$ cat src/hdl/dma_irq_defs.svh
// register offsets, field positions, reset values and timing counts
// assumes a 32-bit byte-addressed register slave; included by bare name
`ifndef DMA_IRQ_DEFS_SVH
`define DMA_IRQ_DEFS_SVH

// ----------------------------------------------------------------------
// register map (byte addresses)
// ----------------------------------------------------------------------
`define CH0_BASE      12'h000
`define CH1_BASE      12'h030
`define CTRL_OFF      12'h000
`define STAT_OFF      12'h004
`define CDP_OFF       12'h008

// ----------------------------------------------------------------------
// chan_control_reg fields
// ----------------------------------------------------------------------
`define CTL_RUN       0
`define CTL_CEN       12
`define CTL_DEN       13
`define CTL_EEN       14
`define CTL_THR_LSB   16
`define CTL_DLY_LSB   24
`define THR_RST       8'h01
`define DLY_RST       8'h00

// ----------------------------------------------------------------------
// chan_status_reg fields
// ----------------------------------------------------------------------
`define ST_HALT       0
`define ST_ERR_LSB    4
`define ST_CFLG       12
`define ST_DFLG       13
`define ST_EFLG       14
`define ST_TCNT_LSB   16
`define ST_DCNT_LSB   24

// ----------------------------------------------------------------------
// timing: delay timer tick period in ns at a 10 ns clock
// ----------------------------------------------------------------------
`define CLK_PERIOD_NS 10
`define DLY_TICK_NS   10
`define DLY_TICK_CYC  ((`DLY_TICK_NS + `CLK_PERIOD_NS - 1) / `CLK_PERIOD_NS)

`endif

$ cat src/hdl/dma_irq_pkg.sv
// state types of the channel interrupt and error unit
// assumes nothing beyond the standard language
package dma_irq_pkg;

   // ----------------------------------------------------------------------
   // per-channel state
   // ----------------------------------------------------------------------
   typedef struct packed {
      logic        run;      // run_stop_bit
      logic        halted;
      logic        cen;      // complete_irq_enable
      logic        den;      // delay irq enable
      logic        een;      // error irq enable
      logic [7:0]  thresh;   // coalesce_count_field
      logic [7:0]  dly_to;   // delay_timeout_field
      logic [7:0]  tcnt;     // live threshold counter
      logic [7:0]  dcnt;     // delay timer
      logic        dly_run;
      logic        cflag;    // complete_irq_flag
      logic        dflag;    // delay irq flag
      logic        eflag;    // error irq flag
      logic [5:0]  errs;     // {sdec,sslv,sint,ddec,dslv,dint}
      logic        logged;
      logic [31:0] curdesc;  // current_desc_pointer
      logic        irq;
   } chan_t;

   // ----------------------------------------------------------------------
   // whole-block state
   // ----------------------------------------------------------------------
   typedef struct packed {
      chan_t [1:0] ch;
      logic [11:0] addr;
      logic        wr_pend;
      logic        rd_pend;
      logic        hready;
      logic [31:0] hrdata;
      logic [15:0] tick;
   } state_t;

endpackage

$ cat src/hdl/dma_channel_irq_error_unit.sv
// interrupt coalescing, delay timer and error handling for both channels
// assumes engine event strobes on hclk, AHB-Lite single word transfers
//
// Functional notes
// - chain mode irq: threshold, delay or error
// - simple mode irq on transfer complete
// - each completion event decrements threshold counter
// - counter zero sets flag, irq if enabled
// - threshold interrupt reloads counter from field
// - live counter readable in status register
// - coalesce field resets to one
// - delay event or field write reloads counter
// - zero delay timeout disables delay timer
// - end of packet starts delay timer
// - start of packet resets delay timer
// - delay event zeroes timer, waits flag clear
// - error clears run, halts after idle
// - one errored descriptor address is logged
// - zero length descriptor gives data internal error
// - write channel underflow gives internal error
// - data slave and decode errors flagged
// - stale descriptor gives descriptor internal error
// - descriptor fetch/update slave, decode errors
// - descriptor errors kept only in status
// - descriptor errors outrank zero length, others
`timescale 1ns/10ps
`include "dma_irq_defs.svh"

module dma_channel_irq_error_unit #(
   parameter bit          DESC_CHAIN_OPTION    = 1'b1,
   parameter bit          STATUS_LENGTH_OPTION = 1'b1,
   parameter int unsigned DLY_TICK_DIV         = `DLY_TICK_CYC
) (
   // clock and reset
   input  wire logic        hclk,
   input  wire logic        hresetn,
   // AHB-Lite slave
   input  wire logic        hsel,
   input  wire logic [31:0] haddr,
   input  wire logic [1:0]  htrans,
   input  wire logic        hwrite,
   input  wire logic [2:0]  hsize,
   input  wire logic [31:0] hwdata,
   input  wire logic        hready,
   output logic             hreadyout,
   output logic             hresp,
   output logic [31:0]      hrdata,
   // engine events, index 0 read channel, 1 write channel
   input  wire logic [1:0]  eop_event,
   input  wire logic [1:0]  sop_event,
   input  wire logic [1:0]  transfer_done,
   input  wire logic [1:0]  engine_idle,
   // error reports
   input  wire logic [1:0]  zero_len_error,
   input  wire logic        stream_underflow,
   input  wire logic [1:0]  data_slverr,
   input  wire logic [1:0]  data_decerr,
   input  wire logic [1:0]  desc_stale,
   input  wire logic [1:0]  desc_slverr,
   input  wire logic [1:0]  desc_decerr,
   input  wire logic [31:0] desc_err_addr_rd,
   input  wire logic [31:0] desc_err_addr_wr,
   input  wire logic [31:0] data_err_addr_rd,
   input  wire logic [31:0] data_err_addr_wr,
   // channel outputs
   output logic             read_chan_irq_out,
   output logic             write_chan_irq_out,
   output logic [1:0]       chan_run,
   output logic [1:0]       chan_halted
);

   // ----------------------------------------------------------------------
   // helpers
   // ----------------------------------------------------------------------
   // register address of channel i at offset off
   function automatic logic is_reg(logic [11:0] a, int i, logic [11:0] off);
      logic [11:0] base;
      base = (i == 1) ? `CH1_BASE : `CH0_BASE;
      return a == (base + off);
   endfunction

   // read value of one register of one channel; unmapped reads as zero
   function automatic logic [31:0] reg_read(dma_irq_pkg::chan_t c, logic [11:0] a,
                                            int i);
      logic [31:0] v;
      v = 32'h0000_0000;
      if (is_reg(a, i, `CTRL_OFF)) begin
         v[`CTL_RUN]                   = c.run;
         v[`CTL_CEN]                   = c.cen;
         v[`CTL_DEN]                   = c.den;
         v[`CTL_EEN]                   = c.een;
         v[`CTL_THR_LSB +: 8]          = c.thresh;
         v[`CTL_DLY_LSB +: 8]          = c.dly_to;
      end else if (is_reg(a, i, `STAT_OFF)) begin
         v[`ST_HALT]                   = c.halted;
         v[`ST_ERR_LSB +: 3]           = c.errs[2:0];
         v[`ST_ERR_LSB + 4 +: 3]       = c.errs[5:3];
         v[`ST_CFLG]                   = c.cflag;
         v[`ST_DFLG]                   = c.dflag;
         v[`ST_EFLG]                   = c.eflag;
         v[`ST_TCNT_LSB +: 8]          = c.tcnt;
         v[`ST_DCNT_LSB +: 8]          = c.dcnt;
      end else if (is_reg(a, i, `CDP_OFF)) begin
         v = c.curdesc;
      end
      return v;
   endfunction

   // ----------------------------------------------------------------------
   // state
   // ----------------------------------------------------------------------
   dma_irq_pkg::state_t q;
   dma_irq_pkg::state_t next_q;

   logic       tick;
   logic [5:0] err_now [2];

   assign tick = (q.tick == 16'(DLY_TICK_DIV - 1));

   // error sources per channel, ordered as the status field
   always_comb begin
      for (int i = 0; i < 2; i++) begin
         err_now[i][0] = DESC_CHAIN_OPTION & (zero_len_error[i]
                         | ((i == 1) & STATUS_LENGTH_OPTION & stream_underflow));
         err_now[i][1] = data_slverr[i];
         err_now[i][2] = data_decerr[i];
         err_now[i][3] = DESC_CHAIN_OPTION & desc_stale[i];
         err_now[i][4] = DESC_CHAIN_OPTION & desc_slverr[i];
         err_now[i][5] = DESC_CHAIN_OPTION & desc_decerr[i];
      end
   end

   // ----------------------------------------------------------------------
   // next-state logic
   // ----------------------------------------------------------------------
   // writes land before events, except the counter reload, so that a hardware set always beats a clear
   always_comb begin
      logic        wr_ctl;
      logic        wr_st;
      logic        fire;
      logic [31:0] w;
      next_q = q;
      wr_ctl = 1'b0;
      wr_st  = 1'b0;
      fire   = 1'b0;
      w      = hwdata;

      // tick divider for the delay timer
      next_q.tick = tick ? 16'h0000 : q.tick + 16'h0001;

      // bus: a read takes one wait state so it always sees prior writes
      next_q.wr_pend = 1'b0;
      if (q.rd_pend) begin
         next_q.hrdata  = reg_read(q.ch[0], q.addr, 0) | reg_read(q.ch[1], q.addr, 1);
         next_q.hready  = 1'b1;
         next_q.rd_pend = 1'b0;
      end
      if (hsel && hready && htrans[1]) begin
         next_q.addr    = haddr[11:0];
         next_q.wr_pend = hwrite;
         next_q.rd_pend = !hwrite;
         next_q.hready  = hwrite;
      end

      for (int i = 0; i < 2; i++) begin
         wr_ctl = q.wr_pend && is_reg(q.addr, i, `CTRL_OFF);
         wr_st  = q.wr_pend && is_reg(q.addr, i, `STAT_OFF);
         fire   = 1'b0;

         // software control write; run cannot restart after an error
         if (wr_ctl) begin
            next_q.ch[i].run    = w[`CTL_RUN] && (q.ch[i].errs == 6'h00);
            next_q.ch[i].cen    = w[`CTL_CEN];
            next_q.ch[i].den    = w[`CTL_DEN];
            next_q.ch[i].een    = w[`CTL_EEN];
            next_q.ch[i].thresh = w[`CTL_THR_LSB +: 8];
            next_q.ch[i].dly_to = w[`CTL_DLY_LSB +: 8];
         end
         // flags clear by writing one
         if (wr_st) begin
            if (w[`ST_CFLG]) next_q.ch[i].cflag = 1'b0;
            if (w[`ST_DFLG]) next_q.ch[i].dflag = 1'b0;
            if (w[`ST_EFLG]) next_q.ch[i].eflag = 1'b0;
         end

         if (DESC_CHAIN_OPTION) begin
            // threshold counter
            if (eop_event[i]) begin
               if (q.ch[i].tcnt <= 8'h01) begin
                  next_q.ch[i].cflag = 1'b1;
                  next_q.ch[i].tcnt  = q.ch[i].thresh;
               end else begin
                  next_q.ch[i].tcnt = q.ch[i].tcnt - 8'h01;
               end
            end
            // delay timer, stopped while its flag is pending
            if (q.ch[i].dly_to == 8'h00) begin
               next_q.ch[i].dcnt    = 8'h00;
               next_q.ch[i].dly_run = 1'b0;
            end else if (!q.ch[i].dflag) begin
               if (sop_event[i]) begin
                  next_q.ch[i].dcnt    = 8'h00;
                  next_q.ch[i].dly_run = 1'b0;
               end else if (eop_event[i]) begin
                  next_q.ch[i].dly_run = 1'b1;
               end else if (q.ch[i].dly_run && tick) begin
                  if (q.ch[i].dcnt + 8'h01 >= q.ch[i].dly_to) begin
                     fire = 1'b1;
                  end else begin
                     next_q.ch[i].dcnt = q.ch[i].dcnt + 8'h01;
                  end
               end
            end
            if (fire) begin
               next_q.ch[i].dflag   = 1'b1;
               next_q.ch[i].dcnt    = 8'h00;
               next_q.ch[i].dly_run = 1'b0;
               next_q.ch[i].tcnt    = q.ch[i].thresh;
            end
         end else if (transfer_done[i]) begin
            next_q.ch[i].cflag = 1'b1;
         end
         // a write of the field reloads the counter last
         if (wr_ctl) begin
            next_q.ch[i].tcnt = w[`CTL_THR_LSB +: 8];
         end

         // errors: sticky in status only, stop the channel
         if (err_now[i] != 6'h00) begin
            next_q.ch[i].errs  = q.ch[i].errs | err_now[i];
            next_q.ch[i].eflag = 1'b1;
            next_q.ch[i].run   = 1'b0;
            if (DESC_CHAIN_OPTION && !q.ch[i].logged) begin
               next_q.ch[i].logged = 1'b1;
               // descriptor-side errors rank above data-side ones
               if (err_now[i][5:3] != 3'b000) begin
                  next_q.ch[i].curdesc = (i == 1) ? desc_err_addr_wr : desc_err_addr_rd;
               end else begin
                  next_q.ch[i].curdesc = (i == 1) ? data_err_addr_wr : data_err_addr_rd;
               end
            end
         end
         // halted only once stopped and every bus transaction is done
         next_q.ch[i].halted = !next_q.ch[i].run && engine_idle[i];

         // interrupt output
         if (DESC_CHAIN_OPTION) begin
            next_q.ch[i].irq = (next_q.ch[i].cflag && next_q.ch[i].cen)
                             || (next_q.ch[i].dflag && next_q.ch[i].den)
                             || (next_q.ch[i].eflag && next_q.ch[i].een);
         end else begin
            next_q.ch[i].irq = next_q.ch[i].cflag && next_q.ch[i].cen;
         end
      end
   end

   // ----------------------------------------------------------------------
   // state register
   // ----------------------------------------------------------------------
   always_ff @(posedge hclk or negedge hresetn) begin
      if (!hresetn) begin
         q        <= '0;
         q.hready <= 1'b1;
         for (int i = 0; i < 2; i++) begin
            q.ch[i].halted <= 1'b1;
            q.ch[i].thresh <= `THR_RST;
            q.ch[i].tcnt   <= `THR_RST;
            q.ch[i].dly_to <= `DLY_RST;
         end
      end else begin
         q <= next_q;
      end
   end

   // outputs straight from the state register, hresp tied low
   assign hreadyout          = q.hready;
   assign hresp              = 1'b0;
   assign hrdata             = q.hrdata;
   assign read_chan_irq_out  = q.ch[0].irq;
   assign write_chan_irq_out = q.ch[1].irq;
   assign chan_run           = {q.ch[1].run, q.ch[0].run};
   assign chan_halted        = {q.ch[1].halted, q.ch[0].halted};

   logic [3:0] hsize_unused;
   assign hsize_unused = {1'b0, hsize};
endmodule // dma_channel_irq_error_unit

$ cat config.mk
export PLATFORM = sky130hd
export DESIGN_NAME = dma_channel_irq_error_unit
export DESIGN_NICKNAME = d
export VERILOG_FILES = /design/src/hdl/dma_irq_pkg.sv /design/src/hdl/dma_channel_irq_error_unit.sv
export VERILOG_INCLUDE_DIRS = /design/src /design/src/hdl
export SDC_FILE = /design/constraint.sdc
export NUM_CORES = 1
export LEC_CHECK = 0
export BUFFER_PORTS_ARGS = -buffer_cell sky130_fd_sc_hd__buf_2
export CAP_MARGIN = 40
export CORE_UTILIZATION = 50
export CTS_CLUSTER_SIZE = 25
export DETAILED_ROUTE_END_ITERATION = 7
export HOLD_SLACK_MARGIN = 0.05
export PLACE_DENSITY_LB_ADDON = 0.08
export SYNTH_ARGS = -nofsm -noshare
export SYNTH_HDL_FRONTEND = slang
export SYNTH_SLANG_ARGS = --single-unit
$ cat constraint.sdc
create_clock -name hclk -period 3.7 [get_ports hclk]
set_clock_uncertainty 0.15 [all_clocks]
set_input_delay 0.37 -clock hclk [delete_from_list [all_inputs] [get_ports hclk]]
set_output_delay 0.37 -clock hclk [all_outputs]
set_load 0.02 [all_outputs]
==> impl_metrics.tcl <==
set metrics [dict create \
    switching_share 0.279 \
    p_leak_nw 6.78 \
    synth_area_um2 11600 \
    drv_cap 0 \
    final.setup.worst_slack_ns 0.256 \
    grt_use_total 0.296 \
    relSlewSlack 0.385 \
    crit_type "reg2reg" \
    vias 10500 \
    gp_congestion 0.902 \
    ir_worst_vdd_uv 332 \
    intPower_mw 4.67 \
    final_common_cell "buf_2" \
    ys.flop_type "dfrtp_1" \
    dpl_cell_area_um2 12900 \
    core-area_um2 22700 \
    final_antenna_net_count 0 \
    syn_area_per_cell_um2 9.75 \
    cts_root_buf "clkbuf_16" \
    rows 55 \
    reg2reg_depth 10 \
    path_clk_slew_ns 0.06 \
    start_util 0.511 \
    p_clk_frac 0.375 \
    min_to "q[72]" \
    synth-edff-count 0 \
    cts_hold_buf 160 \
    wl_um 35000 \
    ys_ff_latch 225 \
    synth-async-reset-ratio 1.00 \
    worst_pin_slew_ns 0.922 \
    timing.rr.start "q[188]" \
    pre_cts_ws_ns 0.337 \
    ios 263 \
    finalInstanceArea_um2 15300 \
    rsz0062_at_grt "no" \
    synth_simple_gate_area_frac 0.170 \
    syn_nets 1438 \
    yosysUniqueCellTypes 67 \
    drtIter0Drc 731 \
    clockBufferDepth 3 \
    post_drt_wl_per_cell_um 19.0 \
    yosys-top-cells-area "dfrtp_1 47%, mux2i_1 5.8%, nand2_1 4.2%" \
    critPathRequiredTime_ns 3.95 \
    nNetsFinal 1781 \
    numClockSinks 225 \
    vias_per_cell 5.73 \
    synth_top_family_by_area "simple AND/OR/NAND/NOR gates" \
    cts_buffers 25 \
    port_buffers 223 \
    h-tree-depth 1 \
    most-common-layout-cells "222 x buf_2, 217 x dfrtp_1, 160 x dlygate4sd3_1, 129 x nand2_1, 129 x nor2_1" \
    drc 0 \
    holdWs_ns 0.0531 \
    whs_path_depth 3 \
    fin_crit_sh 0.931 \
    fp.dieW_um 154 \
    area_growth_pct 31.8 \
    drive_above_1_share 0.227 \
    min_from "data_err_addr_rd[8]" \
    min_period_ns 3.44 \
    seqPwrFrac 0.456 \
    grt_pass1_wl_um 55600 \
    layout.cells.non_filler 1839 \
    dp_cells 1632 \
    startpoint_type "flip-flop" \
    antenna_found_initial 1 \
    regToRegSetupSlack_ns 0.26 \
    fillers 1789 \
    status "completed" \
    cts_tree "yes" \
    p_switching_mw 1.80 \
    synth_mux_area_frac 0.0694 \
    slew_viol_final 0 \
    post_cts_resized 0 \
    fin_util 0.674 \
    dp_hpwl_um 23500 \
    synth_top_area_frac 0.470 \
    synth_compound_area_frac 0.165 \
    synthAdderAreaFrac 0.0259 \
    end_kind "flip-flop" \
    die-area_um2 23800 \
    die_y_um 154 \
    grt_remaining_overflow 0 \
    tns_ns 0 \
    arrival_ns 3.69 \
    power_mw 6.48 \
    grt_pass1_vias 10500 \
    post_cts_buffers 0 \
    yosys_warnings 0 \
    synth_top_area_cell "dfrtp_1" \
    hold_viol 0 \
    max_clock_freq_mhz 290 \
    hp-class "in2reg" \
    synth-xor-area-share 0.0256 \
    firstDrtPassIters 7 \
    synth-seq-area-share 0.486 \
    clk_latency_ns 0.52 \
    cp_max_fo 8 \
    r2r-end "q[203]" \
    p_comb_frac 0.169 \
    setup_viol 0 \
    syn_inst 1191 \
    grt_max_degree 115 \
    p_per_area_nw_per_um2 423 \
]
## power by group through the flow
| stage | Combinational (mW) | Sequential (mW) | Clock (mW) |
|---|---|---|---|
| 2_1_floorplan | 0.686 | 2.90 | 0 |
| 6_report | 1.10 | 2.95 | 2.43 |
| 4_1_cts | 1.09 | 2.94 | 2.47 |
| 5_1_grt | 1.21 | 2.98 | 2.59 |
| 3_3_place_gp | 0.921 | 2.98 | 0 |
| 3_5_place_dp | 0.936 | 2.99 | 0 |
## sequential cells by signal, summed over array words and instances (netlist names)
signal	flops
chan_halted	2
chan_run	2
hrdata	32
hreadyout	1
q	186
read_chan_irq_out	1
write_chan_irq_out	1
## kinds of logic after synthesis
family,Yosys count
simple gates,411
compound gates,286
flops,225
buf+inv,131
mux,79
xor+xnor,34
fa+ha+maj,24
other cells,1
## how the worst max path moves through the flow
stage,start,to,cells past startpoint
floorplan,q[188],q[200],11
global placement,q[188],q[203],10
detailed placement,q[188],q[203],10
CTS,q[188],q[203],10
global route,q[188],write_chan_irq_out,11
finish,q[188],q[203],10
## worst max-delay path: stages (launching register included)
cell and delay (ns):
dfrtp_1 0.44, and3_1 0.22, and3_1 0.20, and3_1 0.20, xor2_1 0.15, ha_1 0.29, nand4_1 0.11, o311ai_0 0.56
nand2b_1 0.37, a22o_1 0.27, or3_1 0.36
## final cells by class
| type | count | area, um2 | share of cell area |
|---|---|---|---|
| flip-flops and latches | 225 | 5640 | 0.368 |
| multi-input cells | 835 | 5350 | 0.349 |
| repair buffers | 416 | 3040 | 0.198 |
| clock buffers | 36 | 717 | 0.0468 |
| well taps | 285 | 357 | 0.0233 |
| inverters | 31 | 116 | 0.00760 |
| clock inverters | 10 | 90.1 | 0.00588 |
| diodes | 1 | 2.50 | 0.000163 |
## Yosys cell counts, types with 13 or more instances
cell type	count
buf_2	16
nor4_1	14
nor3_1	15
nor2_1	129
mux2i_1	67
a41oi_1	17
a31oi_1	13
nand2_1	129
or2_2	19
o21ai_0	36
clkbuf_1	42
dfrtp_1	218
ha_1	24
a21oi_1	83
a22oi_1	62
buf_4	40
xor2_1	17
inv_1	31
nand3_1	23
xnor2_1	17
## routing by layer
metal / GRT usage / wire length (um)
met1: 0.392 / 15100
met2: 0.498 / 16700
met3: 0.0395 / 2090
met4: 0.107 / 1080
met5: 0 / 0
Power figures use the tool's default switching activity.
